### src/shared/eau_pkg.sv
// Package for the effective address unit: modes, sizes, field widths, constants.
// Assumes a 32-bit datapath and fixed 16-bit instructions decoded upstream.
package eau_pkg;
	// ==========================================================
	// Operand modes
	typedef enum logic [3:0] {
		EAU_REG_DIRECT  = 4'h0,
		EAU_REG_IND     = 4'h1,
		EAU_POST_INC    = 4'h2,
		EAU_PRE_DEC     = 4'h3,
		EAU_REG_DISP4   = 4'h4,
		EAU_INDEX_R0    = 4'h5,
		EAU_GBR_DISP8   = 4'h6,
		EAU_GBR_INDEX   = 4'h7,
		EAU_PC_DISP8    = 4'h8,
		EAU_PC_BRANCH8  = 4'h9,
		EAU_PC_BRANCH12 = 4'hA,
		EAU_PC_REG      = 4'hB,
		EAU_IMM_ZERO    = 4'hC,
		EAU_IMM_SIGN    = 4'hD,
		EAU_IMM_TRAP    = 4'hE,
		EAU_IDLE        = 4'hF
	} eau_mode_e;

	// ==========================================================
	// Operand sizes
	typedef enum logic [1:0] {
		EAU_SIZE_BYTE = 2'h0,
		EAU_SIZE_WORD = 2'h1,
		EAU_SIZE_LONG = 2'h2
	} eau_size_e;

	localparam int EAU_DATA_W   = 32;
	localparam int EAU_DISP12_W = 12;
	localparam logic [31:0] EAU_PC_LONG_MASK = 32'hFFFFFFFC;
	localparam logic [31:0] EAU_RESET_VALUE  = 32'h00000000;
	localparam logic [3:0]  EAU_REG_RESET    = 4'h0;
endpackage

### src/hw/eau_top.sv
// Effective address unit: forms operand addresses, write-back values and
// extended immediates, registered one cycle after the decoder presents them.
// Assumes the pipeline gives pc, mode, size and register values in one cycle.
//
// Overview of operation
// - Register direct passes register n, no address.
// - Post-increment: address register n, then add 1/2/4.
// - Pre-decrement: subtract 1/2/4, write back, use it.
// - Zero-extend 4-bit displacement, scale, add register n.
// - Index mode adds register n and register zero.
// - Zero-extend 8-bit displacement, scale, add base register.
// - Indexed base adds base register and register zero.
// - PC data: zero-extend 8-bit, scale 2/4, add PC.
// - Longword PC data masks low two PC bits.
// - 8-bit branch: sign-extend, double, add PC.
// - 12-bit branch: sign-extend, double, add PC.
// - Register PC-relative adds PC and register n.
// - Logical immediates are zero-extended to 32 bits.
// - Move/add/compare immediates are sign-extended.
// - Trap immediate zero-extended, times four.
`timescale 1ns/1ns
`default_nettype none
module eau_top (
	input  wire logic               sys_clk_in,
	input  wire logic               rst_n_in,
	input  wire logic               valid_in,
	input  wire eau_pkg::eau_mode_e mode_in,
	input  wire eau_pkg::eau_size_e size_in,
	input  wire logic [3:0]         reg_sel_in,
	input  wire logic [31:0]        general_register_n_in,
	input  wire logic [31:0]        general_register_zero_in,
	input  wire logic [31:0]        global_base_register_in,
	input  wire logic [31:0]        pc_in,
	input  wire logic [11:0]        field_in,
	output logic                    valid_out,
	output logic                    addr_valid_out,
	output logic [31:0]             addr_out,
	output logic                    operand_valid_out,
	output logic [31:0]             operand_out,
	output logic                    wb_en_out,
	output logic [3:0]              wb_sel_out,
	output logic [31:0]             wb_data_out
);
	import eau_pkg::*;

	// ==========================================================
	// Scaling of unsigned displacements
	wire logic [31:0] step;
	wire logic [31:0] scaled;
	wire logic [7:0]  disp_field = (mode_in == EAU_REG_DISP4) ?
		{4'h0, field_in[3:0]} : field_in[7:0];

	eau_scale u_scale (
		.size_in    (size_in),
		.field_in   (disp_field),
		.step_out   (step),
		.scaled_out (scaled)
	);

	// ==========================================================
	// Address candidates; all share the values sampled in one cycle
	wire logic        is_long   = (size_in == EAU_SIZE_LONG);
	wire logic [31:0] pc_base   = is_long ? (pc_in & EAU_PC_LONG_MASK) : pc_in;
	// PC data has no byte form; word scaling applies unless longword
	wire logic [31:0] pc_scaled = {22'h000000, field_in[7:0], 2'h0} >> (is_long ? 0 : 1);
	wire logic [31:0] br8_off   = {{23{field_in[7]}}, field_in[7:0], 1'h0};
	wire logic [31:0] br12_off  = {{19{field_in[11]}}, field_in[11:0], 1'h0};
	wire logic [31:0] dec_value = general_register_n_in - step;
	wire logic [31:0] inc_value = general_register_n_in + step;
	wire logic [31:0] imm_zero  = {24'h000000, field_in[7:0]};
	wire logic [31:0] imm_sign  = {{24{field_in[7]}}, field_in[7:0]};
	wire logic [31:0] imm_trap  = {22'h000000, field_in[7:0], 2'h0};

	logic [31:0] next_addr;
	logic [31:0] next_operand;
	logic        next_addr_valid;
	logic        next_wb_en;
	logic [31:0] next_wb_data;

	always_comb begin
		next_addr       = EAU_RESET_VALUE;
		next_operand    = EAU_RESET_VALUE;
		next_addr_valid = 1'b0;
		next_wb_en      = 1'b0;
		next_wb_data    = EAU_RESET_VALUE;
		unique case (mode_in)
			EAU_REG_DIRECT: begin
				next_operand = general_register_n_in;
			end
			EAU_REG_IND: begin
				next_addr       = general_register_n_in;
				next_addr_valid = 1'b1;
			end
			EAU_POST_INC: begin
				next_addr       = general_register_n_in;
				next_addr_valid = 1'b1;
				next_wb_en      = 1'b1;
				next_wb_data    = inc_value;
			end
			EAU_PRE_DEC: begin
				next_addr       = dec_value;
				next_addr_valid = 1'b1;
				next_wb_en      = 1'b1;
				next_wb_data    = dec_value;
			end
			EAU_REG_DISP4: begin
				next_addr       = general_register_n_in + scaled;
				next_addr_valid = 1'b1;
			end
			EAU_INDEX_R0: begin
				next_addr       = general_register_n_in + general_register_zero_in;
				next_addr_valid = 1'b1;
			end
			EAU_GBR_DISP8: begin
				next_addr       = global_base_register_in + scaled;
				next_addr_valid = 1'b1;
			end
			EAU_GBR_INDEX: begin
				next_addr       = global_base_register_in + general_register_zero_in;
				next_addr_valid = 1'b1;
			end
			EAU_PC_DISP8: begin
				next_addr       = pc_base + pc_scaled;
				next_addr_valid = 1'b1;
			end
			EAU_PC_BRANCH8: begin
				next_addr       = pc_in + br8_off;
				next_addr_valid = 1'b1;
			end
			EAU_PC_BRANCH12: begin
				next_addr       = pc_in + br12_off;
				next_addr_valid = 1'b1;
			end
			EAU_PC_REG: begin
				next_addr       = pc_in + general_register_n_in;
				next_addr_valid = 1'b1;
			end
			EAU_IMM_ZERO: begin
				next_operand = imm_zero;
			end
			EAU_IMM_SIGN: begin
				next_operand = imm_sign;
			end
			EAU_IMM_TRAP: begin
				next_operand = imm_trap;
			end
			EAU_IDLE: begin
				next_operand = EAU_RESET_VALUE;
			end
		endcase
	end

	wire logic next_operand_valid = (mode_in == EAU_REG_DIRECT) ||
		(mode_in == EAU_IMM_ZERO) || (mode_in == EAU_IMM_SIGN) ||
		(mode_in == EAU_IMM_TRAP);

	// ==========================================================
	// Output registers; only the valid and enable flags are qualified by valid_in, data and wb_sel_out are not
	always_ff @(posedge sys_clk_in) begin
		if (!rst_n_in) begin
			valid_out         <= 1'b0;
			addr_valid_out    <= 1'b0;
			addr_out          <= EAU_RESET_VALUE;
			operand_valid_out <= 1'b0;
			operand_out       <= EAU_RESET_VALUE;
			wb_en_out         <= 1'b0;
			wb_sel_out        <= EAU_REG_RESET;
			wb_data_out       <= EAU_RESET_VALUE;
		end else begin
			valid_out         <= valid_in;
			addr_valid_out    <= valid_in & next_addr_valid;
			addr_out          <= next_addr;
			operand_valid_out <= valid_in & next_operand_valid;
			operand_out       <= next_operand;
			wb_en_out         <= valid_in & next_wb_en;
			wb_sel_out        <= reg_sel_in;
			wb_data_out       <= next_wb_data;
		end
	end
endmodule
`default_nettype wire

### src/hw/eau_scale.sv
// Scaler: turns operand size into step 1/2/4 and scales a zero-extended field.
// Assumes size codes from eau_pkg; purely combinational, no state.
`timescale 1ns/1ns
`default_nettype none
module eau_scale (
	input  wire eau_pkg::eau_size_e size_in,
	input  wire logic [7:0]         field_in,
	output logic [31:0]             step_out,
	output logic [31:0]             scaled_out
);
	import eau_pkg::*;

	// Illegal size code scales by one, like a byte
	wire logic [1:0] shift = (size_in == EAU_SIZE_LONG) ? 2'h2 :
		(size_in == EAU_SIZE_WORD) ? 2'h1 : 2'h0;

	assign step_out   = 32'h00000001 << shift;
	assign scaled_out = {24'h000000, field_in} << shift;
endmodule
`default_nettype wire

### config.mk
export PLATFORM = sky130hd
export DESIGN_NAME = eau_top
export DESIGN_NICKNAME = d
export VERILOG_FILES = /design/src/shared/eau_pkg.sv /design/src/hw/eau_top.sv /design/src/hw/eau_scale.sv
export SDC_FILE = /design/constraint.sdc
export NUM_CORES = 1
export LEC_CHECK = 0
export BUFFER_PORTS_ARGS = -buffer_cell sky130_fd_sc_hd__buf_2
export CORE_UTILIZATION = 59
export DETAILED_ROUTE_END_ITERATION = 8
export PLACE_DENSITY = 0.93
export SETUP_SLACK_MARGIN = 0.05
export SYNTH_ARGS = -nofsm -noshare
export SYNTH_HDL_FRONTEND = slang
export SYNTH_HIERARCHICAL = 1
export SYNTH_SLANG_ARGS = --single-unit
### constraint.sdc
create_clock -name sys_clk_in -period 6.6 [get_ports sys_clk_in]
set_input_delay 1.32 -clock sys_clk_in [delete_from_list [all_inputs] [get_ports sys_clk_in]]
set_output_delay 1.32 -clock sys_clk_in [all_outputs]
set_load 0.05 [all_outputs]
# Word-level counts from Yosys, hierarchy flattened
# Index checks and enable logic that the tools add are counted.
[totals]
latchBits = 0
in_bits = 153
reg_bits = 104
memories = 0
mem_bits_rw = 0
rom_bits = 0
[op_classes]
n_div = 0
multipliers = 0
bitwise_logic = 3
addsub = 10
n_shift = 3
muxes = 10
n_reduce_logical = 7
eq_ne = 16
n_lt_le_gt_ge = 0
[op_table]
columns = ["cell", "n"]
rows = [
  ["32-bit case mux with 10 select lines", 1],
  ["32-bit adder", 9],
  ["32-bit case mux with 4 select lines", 1],
  ["32-bit case mux with 2 select lines", 1],
  ["1-bit by 2-bit left shift with 32-bit output, first input constant", 1],
  ["8-bit by 2-bit left shift with 32-bit output", 1],
  ["10-bit by 1-bit >> shifter with 32-bit output", 1],
  ["32-bit subtractor", 1],
  ["4-bit == test, second input constant", 7],
  ["4-bit by 3-bit == test with 1-bit output, second input constant", 4],
  ["11-bit OR reduction", 1],
  ["4-bit by 2-bit == test with 1-bit output, second input constant", 2],
  ["8-bit 2-to-1 mux", 1],
  ["4-bit by 1-bit == test with 1-bit output, second input constant", 1],
  ["4-bit zero test", 1],
  ["1-bit 2-to-1 mux", 4],
  ["2-bit 2-to-1 mux", 2],
  ["2-bit OR reduction", 2],
  ["1-bit AND", 3],
  ["1-bit logical OR", 3],
  ["2-bit by 1-bit == test with 1-bit output, second input constant", 1],
  ["2-bit == test, second input constant", 1],
]

# Logic depth before layout (Yosys ltp)
# Gate-level depths: netlist of the first run.
[logic_depth]
word_depth = 6
mapped_depth = 19

# By module
# The synthesis of the first run kept the hierarchy.
[modules_own_cells]
columns = ["module", "cells_per_inst", "instances", "area_each_um2"]
rows = [
  ["eau_top", 2028, 1, 14682.8],
  ["eau_scale", 80, 1, 640.6],
]

# Worst setup path before layout of the first run
# No wires, ideal clock.
[synth_path]
path_type = "input to register"
start = "in mode_in[3]"
end = "reg addr_out[28]"
stages = 19
path_slack_ns = 1.586
t_arrival_ns = 4.881
setup_ns = 0.133
cell_sequence = "inv_1 ha_1 and2_1 buf_2 nand2_1 buf_1 mux2_2 ha_1 inv_1 fa_1 nand2b_1 a211oi_1 o21ai_0 a21oi_1 nor2b_1 o41ai_1 mux2i_1 a211oi_1 a31oi_1"
[synth_between]
elab_chain_len = 5
elab_cells_between_ends = 17
classes_between = "add/sub: 2; eq/ne: 11; shift: 1; mux: 2; reduce/logical: 1"
[synth_rtl]
columns = ["item", "line", "source"]
rows = [
  ["start: declaration", "eau_top.sv:27", "input wire eau_pkg::eau_mode_e mode_in,"],
  ["4-bit by 3-bit == test with 1-bit output", "eau_top.sv:50, eau_top.sv:86", ""],
  ["8-bit 2-to-1 mux", "eau_top.sv:50", "wire logic [7:0] disp_field = (mode_in == EAU_REG_DISP4) ?"],
  ["8-bit by 2-bit left shift with 32-bit output", "eau_scale.sv:18", "assign scaled_out = {24'h000000, field_in} << shift;"],
  ["32-bit adder (on tied branches)", "eau_top.sv:115, eau_top.sv:107", ""],
  ["32-bit case mux with 10 select lines (*)", "eau_top.sv:86", "unique case (mode_in)"],
  ["end signal: assignment", "eau_top.sv:172", "addr_out <= next_addr;"],
  ["end: declaration", "eau_top.sv:37", "output logic [31:0] addr_out,"],
]
# Mark *: on every way between the ends. The rest lies on a longest branch, timed or not.
# A chain may end at the register's enable or synchronous reset.

# Worst setup path after layout of the first run
[layout_path]
start = "in mode_in[2]"
end = "reg addr_out[31]"
# The elaborated chain is that of the path after synthesis.

==> summary.txt, run 1 <==
Timing
  – Worst setup margin: 1.04 ns
  – Slew headroom: 16.8%
  – Hold Vio Cnt, Final: 0
  – Worst-margin pin slew: 1.24 ns
  – Period utilisation layout: 84.3%
  – RSZ-0062 raised after global routing: no
  – Max Slew Vio Count: 0
  – Max Fclk: 180 MHz
  – # setup viols final: 0
  – Setup_tns: 0 ns
  – Minimum clock period: 5.56 ns

Floorplan
  – Die span in x: 163 um
  – Io pins: 257
  – Num rows: 58
  – Core ar.: 25300 um^2
  – Die Span Y: 163 um
  – Initial Util: 60.5%
  – Area of the die: 26600 um^2

Setup path
  – Setup crit end kind: register
  – Worst setup SP type: primary input
  – Worst Path Arrival: 5.77 ns
  – Origin of the worst setup path: mode_in[2]
  – Critical path type: primary input to register
  – Slowest cell on crit path: ha_1
  – CP required: 6.81 ns
  – CP peak stage delay: 0.54 ns
  – Ordered cell list for the critical path: buf_2 > inv_1 > ha_1 > nand3b_1 > mux2i_1 > inv_1 > ha_1 > and3_1 > nand2_1 > or3_1 > a21oi_1 > nor3_1 > o31ai_1 > mux2_2 > a221oi_1 > a31oi_1
  – Worst Setup EP: addr_out[31]$_SDFF_PN0_
  – Max FO, Critical Path: 19

Clock tree
  – CTS Hold Bufs: 0
  – H-tree depth: 3
  – TritonCTS clock tree: built
  – Clk buf depth: 2
  – Post-CTS sizing: 0
  – Total CTS buffers: 9
  – Clock transition at path regs: 0.08 ns
  – Root Buffer: clkbuf_16
  – Post-CTS Setup Bufs: 0
  – Total clock sinks: 104

Yosys
  – Synth warnings: 6
  – Distinct cells, synth: 90
  – Post-synth EDFFs: 0
  – Sequential area share after synthesis: 13.6%
  – Main synth FF type: dfxtp_1
  – Synthesized area: 15300 um^2
  – Post-synth ARST share: 0%
  – Synth Register Bits: 104
  – Syn avg cell area: 7.27 um^2
  – Synthesized instance count: 2108

Placed design
  – RD Place Congestion: 1.00
  – Pre-CTS setup slack: 0.813 ns
  – Hpwl dp: 43800 um
  – Placed cell area: 16400 um^2
  – PortBufs: 256

Power
  – Static Leak: 7.56 nW
  – Comb pwr share: 55.5%
  – Part of the power in the clock network: 20.5%
  – Internal power: 1.52 mW
  – Sequential Power Share: 24.0%
  – Net Sw Frac: 45.3%
  – Psw: 1.26 mW
  – Peak VDD IR: 134 uV
  – Pwr Density: 166 nW/um^2

Drt
  – Total number of vias: 17200
  – Initial DRC Count: 2378
  – Total wire length: 55000 um
  – # DRC: 0
  – Final ANT Viol Nets: 0
  – Post-DR vias/cell: 6.55
  – Router iterations before antenna repair: 8
  – Routed len/inst: 21.0 um

Hold path
  – Hold Crit Class: primary input to register

Global route
  – Initial antenna violation count: 3
  – Vias in the first global route: 15800
  – Total GRT Usage: 40.4%
  – Largest net degree at the start of global routing: 36
  – GR Overflow Total: 0
  – First-pass GRT wire length: 84000 um

Finish
  – Nets: 2618
  – Area delta synth->final: 9.19%
  – Post-route cell area: 16700 um^2
  – Share of layout cells above drive strength 1: 15.5%
  – Commonest non-fill, non-tap cell in the layout: buf_2
  – Finished Core Util: 66.1%
  – Fillers: 2259
  – Most frequent cells in the layout: buf_2, nand2_1, a21oi_1

Run
  – Max_cap viols: 0

Run status
  – Status: complete, no violations
-- through the flow --
stage,hold WS (ns),power (mW),std cells
5_1_grt,1.18,2.91,2621
2_1_floorplan,1.44,1.79,2156
4_1_cts,1.16,2.71,2618
3_3_place_gp,1.52,2.12,2602
3_5_place_dp,1.53,2.14,2602
6_report,1.17,2.77,2621
-- worst min-delay path by stage --
stage	from	to	slack, ns	cells after the start
after floorplan	reg_sel_in[2]	wb_sel_out[2]$_SDFF_PN0_	1.44	1
after detailed placement	reg_sel_in[1]	wb_sel_out[1]$_SDFF_PN0_	1.53	2
final	reg_sel_in[1]	wb_sel_out[1]$_SDFF_PN0_	1.17	2
after global placement	reg_sel_in[2]	wb_sel_out[2]$_SDFF_PN0_	1.52	2
after CTS	reg_sel_in[1]	wb_sel_out[1]$_SDFF_PN0_	1.16	2
after global routing	reg_sel_in[2]	wb_sel_out[2]$_SDFF_PN0_	1.18	2
-- sequential cells by signal (all words and copies together) (netlist names) --
name               count
addr_out              32
addr_valid_out         1
operand_out           32
operand_valid_out      1
valid_out              1
wb_data_out           32
wb_en_out              1
wb_sel_out             4
-- synthesized netlist by cell type (5+ instances only) --
| library cell | n | area share, % |
|---|---|---|
| a222oi_1 | 9 | 0.59 |
| a21oi_1 | 215 | 7.0 |
| nand3_1 | 57 | 1.9 |
| nand4_1 | 24 | 0.98 |
| inv_1 | 106 | 2.6 |
| o21bai_1 | 22 | 1.1 |
| buf_1 | 7 | 0.17 |
| o21ai_1 | 6 | 0.20 |
| nor2b_1 | 28 | 1.1 |
| o21ai_0 | 101 | 3.3 |
| nor2_1 | 141 | 3.5 |
| mux2_2 | 39 | 2.9 |
| and3_1 | 24 | 0.98 |
| nor3b_1 | 7 | 0.34 |
| o21a_1 | 16 | 0.78 |
| a21o_1 | 47 | 2.3 |
| or3_1 | 18 | 0.73 |
| nor4_1 | 9 | 0.37 |
| a31oi_1 | 37 | 1.5 |
| fa_1 | 6 | 0.78 |
| clkbuf_8 | 7 | 0.63 |
| a211oi_1 | 21 | 1.0 |
| and2_1 | 21 | 0.86 |
| xor2_1 | 54 | 3.1 |
| dfxtp_1 | 104 | 14 |
| buf_4 | 50 | 2.4 |
| o211ai_1 | 19 | 0.93 |
| o221ai_1 | 9 | 0.51 |
| o2111ai_1 | 7 | 0.40 |
| ha_1 | 176 | 14 |
| mux2i_1 | 31 | 2.0 |
| o22ai_1 | 10 | 0.41 |
| clkbuf_1 | 80 | 2.0 |
| o31ai_1 | 16 | 0.78 |
| buf_6 | 8 | 0.59 |
| nand2_1 | 244 | 6.0 |
| nand2b_1 | 24 | 0.98 |
| or4_1 | 5 | 0.24 |
| and4_1 | 7 | 0.40 |
| a41oi_1 | 18 | 1.0 |
| xnor2_1 | 88 | 5.0 |
| nor3_1 | 41 | 1.3 |
| a221oi_1 | 19 | 1.1 |
| a22oi_1 | 53 | 2.6 |
-- power groups by stage --
stage          clock (mW)  sequential, mW  combinational [mW]
2_1_floorplan           0           0.773                1.02
3_3_place_gp            0           0.679                1.44
3_5_place_dp            0           0.679                1.47
4_1_cts             0.566           0.665                1.48
5_1_grt             0.593           0.667                1.65
6_report            0.569           0.665                1.54
-- cell families (layout without fill, tap and decap cells) --
kind of cell,count (synthesis),after routing,share of synthesized area (%)
xor+xnor,142,142,8.12
fa+ha+maj,182,182,15.2
buf+inv,263,395,8.54
simple gates,666,666,20.5
mux,70,70,4.89
compound gates,680,680,29.2
flops,104,104,13.6
other cells,1,52,0.0245
-- cell type report --
type	instances	area [um^2]	area share, %
multi-input cells	1789	12100	72.5
flip-flops and latches	104	2080	12.4
repair buffers	271	1390	8.33
well taps	330	413	2.47
inverters	108	405	2.42
clock buffers	12	246	1.47
clock inverters	4	53.8	0.322
diodes	3	7.51	0.0449
-- critical path: cells and delay by family --
family | cells | cell delay [ns]
AO/OA/AOI/OAI | 4 | 1.05
adder cells (fa/ha/maj) | 2 | 0.86
buffers and inverters | 3 | 0.65
multiplexers | 2 | 0.86
AND/OR/NAND/NOR | 5 | 1.02
-- metal layers --
layer / vias to the layer above / track usage, % / share of wire (%)
li1: 7954 / - / -
met1: 7870 / 55.7 / 40
met2: 1196 / 61.0 / 43
met3: 146 / 8.38 / 14
met4: 0 / 15.8 / 3.4
met5: - / 0 / 0
(Power assumes the default switching activity.)
==> run 2: changes to the inputs <==
--- a/config.mk
+++ b/config.mk
@@ -5,10 +5,11 @@
 export SDC_FILE = /design/constraint.sdc
 export NUM_CORES = 1
 export LEC_CHECK = 0
+export ABC_AREA = 1
 export BUFFER_PORTS_ARGS = -buffer_cell sky130_fd_sc_hd__buf_2
-export CORE_UTILIZATION = 59
+export CORE_UTILIZATION = 61
 export DETAILED_ROUTE_END_ITERATION = 8
-export PLACE_DENSITY = 0.93
+export PLACE_DENSITY = 0.94
 export SETUP_SLACK_MARGIN = 0.05
 export SYNTH_ARGS = -nofsm -noshare
 export SYNTH_HDL_FRONTEND = slang
==> constraint.sdc (replaced) <==
create_clock -name sys_clk_in -period 5.2 [get_ports sys_clk_in]
set_input_delay 1.04 -clock sys_clk_in [delete_from_list [all_inputs] [get_ports sys_clk_in]]
set_output_delay 1.04 -clock sys_clk_in [all_outputs]
set_load 0.05 [all_outputs]
==> run 2 against run 1 <==
  * Sequential share of layout area is 2.1 points lower
  * Clock power is 37% higher
  * Utilization is 1.7 points higher
  * Cell area grew 20%
  * Worst hold slack worse by 0.34 ns
  * Total power grew 35%
  * Flip-flop and latch count unchanged
  * Synthesized cell count rose by 65%
  * Count of clock-buffer cells in the layout fell by 3
  * Sequential power is 28% higher
==> summary.txt, run 2 <==
Yosys
  – Synth top area cells: nand2_1, inv_1, ha_1, dfxtp_1, nand3_1
  – Post-synth EDFFs: 0 (unchanged)
  – Synthesized area: 18500 um^2 (+21%)
  – Syn avg cell area: 5.30 um^2 (-27%)
  – Area leader, netlist: nand2_1
  – Main synth FF type: dfxtp_1
  – Synthesized instance count: 3483 (+65%)
  – Synth Register Bits: 104 (unchanged)
  – Distinct cells, synth: 58 (-36%)
  – Synth warnings: 6 (unchanged)
  – Most common cell in the netlist: nand2_1
  – Sequential area share after synthesis: 11.3% (-2.3 points)
  – Share of the synthesized area in the top cell type: 25.0% (+11 points)
  – Post-synth top cells: nand2_1, inv_1, nand3_1, nor2_1, a21oi_1
  – Post-synth ARST share: 0% (unchanged)

Clock tree
  – Post-CTS Setup Bufs: 0 (unchanged)
  – Total CTS buffers: 9 (unchanged)
  – CTS Hold Bufs: 0 (unchanged)
  – Post-CTS sizing: 0 (unchanged)
  – Root Buffer: clkbuf_16
  – TritonCTS clock tree: built
  – Clk buf depth: 2 (unchanged)
  – Total clock sinks: 104 (unchanged)
  – Clock transition at path regs: 0.09 ns (about the same)
  – H-tree depth: 3 (unchanged)

Power
  – Pwr Density: 187 nW/um^2 (+13%)
  – Static Leak: 11.8 nW (+56%)
  – Peak VDD IR: 158 uV (+18%)

Timing
  – Period utilisation layout: 87.5%
  – Setup_tns: 0 ns (unchanged)
  – Worst-margin pin slew: 1.22 ns (-0.0263 ns)
  – # setup viols final: 0 (unchanged)
  – Max Fclk: 220 MHz
  – Slew headroom: 18.7% (+1.9 points)
  – Max Slew Vio Count: 0 (unchanged)
  – Hold Vio Cnt, Final: 0 (unchanged)
  – Minimum clock period: 4.55 ns
  – RSZ-0062 raised after global routing: no

Floorplan
  – Area of the die: 31000 um^2 (+16%)
  – Die span in x: 176 um (+7.9%)
  – Io pins: 257 (unchanged)
  – Die Span Y: 176 um (+7.9%)
  – Initial Util: 62.1% (+1.6 points)
  – Num rows: 63 (+8.6%)
  – Core ar.: 29700 um^2 (+17%)

Global route
  – Total GRT Usage: 48.6% (+8.2 points)
  – GR Overflow Total: 0 (unchanged)
  – Largest net degree at the start of global routing: 58 (+61%)
  – Initial antenna violation count: 0 (-3)
  – First-pass GRT wire length: 115000 um (+37%)
  – Vias in the first global route: 21700 (+37%)

Finish
  – Commonest non-fill, non-tap cell in the layout: nand2_1
  – ANT cells: 0 (-3)
  – Area delta synth->final: 9.06%
  – Finished Core Util: 67.8% (+1.7 points)
  – Nets: 4035 (+54%)
  – Biggest regs: addr_out (32), operand_out (32), wb_data_out (32)
  – Most frequent cells in the layout: nand2_1, inv_1, nand3_1
  – Share of layout cells above drive strength 1: 9.26% (-6.2 points)

Setup path
  – Worst setup SP type: primary input
  – Worst Path Arrival: 4.80 ns (-0.97 ns)
  – Critical path type: primary input to register
  – CP required: 5.45 ns (-1.36 ns)
  – Setup crit end kind: register
  – Max FO, Critical Path: 19 (unchanged)

Run
  – Max_cap viols: 0 (unchanged)

Placed design
  – PortBufs: 256 (unchanged)
  – RD Place Congestion: 1.08 (+7.4%)
  – Hpwl dp: 63200 um (+44%)

Drt
  – Total wire length: 76000 um (+38%)
  – Post-DR vias/cell: 5.77 (-12%)
  – Final ANT Viol Nets: 0 (unchanged)
  – # DRC: 0 (unchanged)
  – Total number of vias: 23600 (+38%)
  – Router iterations before antenna repair: 9 (+1)
  – Initial DRC Count: 2966 (+25%)
  – Routed len/inst: 18.6 um (-12%)

Run status
  – Status: complete, no violations

Hold path
  – Hold Crit Class: primary input to register
## run 2: cell count changes after synthesis, sizes merged, moves of 60 or more
cell and delta:
clkbuf -60, inv +507, nand2 +991, nand3 +255
nor2 +168, xnor2 -84
## run 2: metrics by stage
stage	std cells	hold slack [ns]	worst slack (ns)	area, um^2	power (mW)
floorplan	3531	1.13	1.27	18600	2.34
global placement	4079	1.22	0.335	19800	2.86
detailed placement	4079	1.23	0.339	19800	2.88
CTS	4095	0.826	0.732	20100	3.64
global route	4095	0.828	0.368	20100	3.99
finish	4095	0.826	0.650	20100	3.76
## run 2: worst max-delay path: stages
cell	delay [ns]
buf_2	0.12
inv_1	0.08
ha_1	0.27
nand3_1	0.24
o21ai_0	0.65
inv_1	0.55
ha_1	0.52
nand2_1	0.10
inv_1	0.08
nand2_1	0.11
nor3_1	0.14
nand2_1	0.08
nand2_1	0.19
nand2_1	0.13
nand2_1	0.08
nand2_1	0.05
nand3_1	0.06
nand2_1	0.08
nor2_1	0.11
a21oi_1	0.08
## run 2: final timing paths
path | to | slack (ns) | cells after the start | start
setup / recovery | addr_out[31]$_SDFF_PN0_ | 0.65 | 20 | mode_in[2]
hold / removal | wb_sel_out[2]$_SDFF_PN0_ | 0.83 | 3 | reg_sel_in[2]
## run 2: area by class of cell
class                      count  area (um^2)
clock buffer                   9          225
timing repair buffer         267         1360
clock inverter                 7         95.1
multi-input combinational   2705        13600
sequential                   104         2080
fill                        3057         9570
inverter                     613         2310
tap                          390          488
## run 2: routing by layer
layer | global-route usage, % | part of all wire (%) | vias up
li1 | - | - | 11400
met1 | 60.3 | 38 | 10500
met3 | 10.6 | 13 | 294
met5 | 0 | 0 | -
met2 | 77.8 | 44 | 1460
met4 | 27.1 | 6.0 | 0
## run 2: power breakdown
part           internal (mW)  switching, mW  leakage (nW)  total (mW)
combinational          0.628           1.50          10.8        2.13
sequential             0.833         0.0167         0.846       0.850
clock                  0.390          0.391         0.157       0.781
total                   1.85           1.91          11.8        3.76
## run 2: logic make-up after synthesis
group	Yosys count	synth area share, %
xor gates and xnor gates	9	0.427
buffers and inverters	722	16.2
AOI/OAI and AO/OA	465	14.1
adders and majority gates	182	12.6
DFF	104	11.3
muxes	12	0.732
other	1	0.0203
and+or+nand+nor	1988	44.6
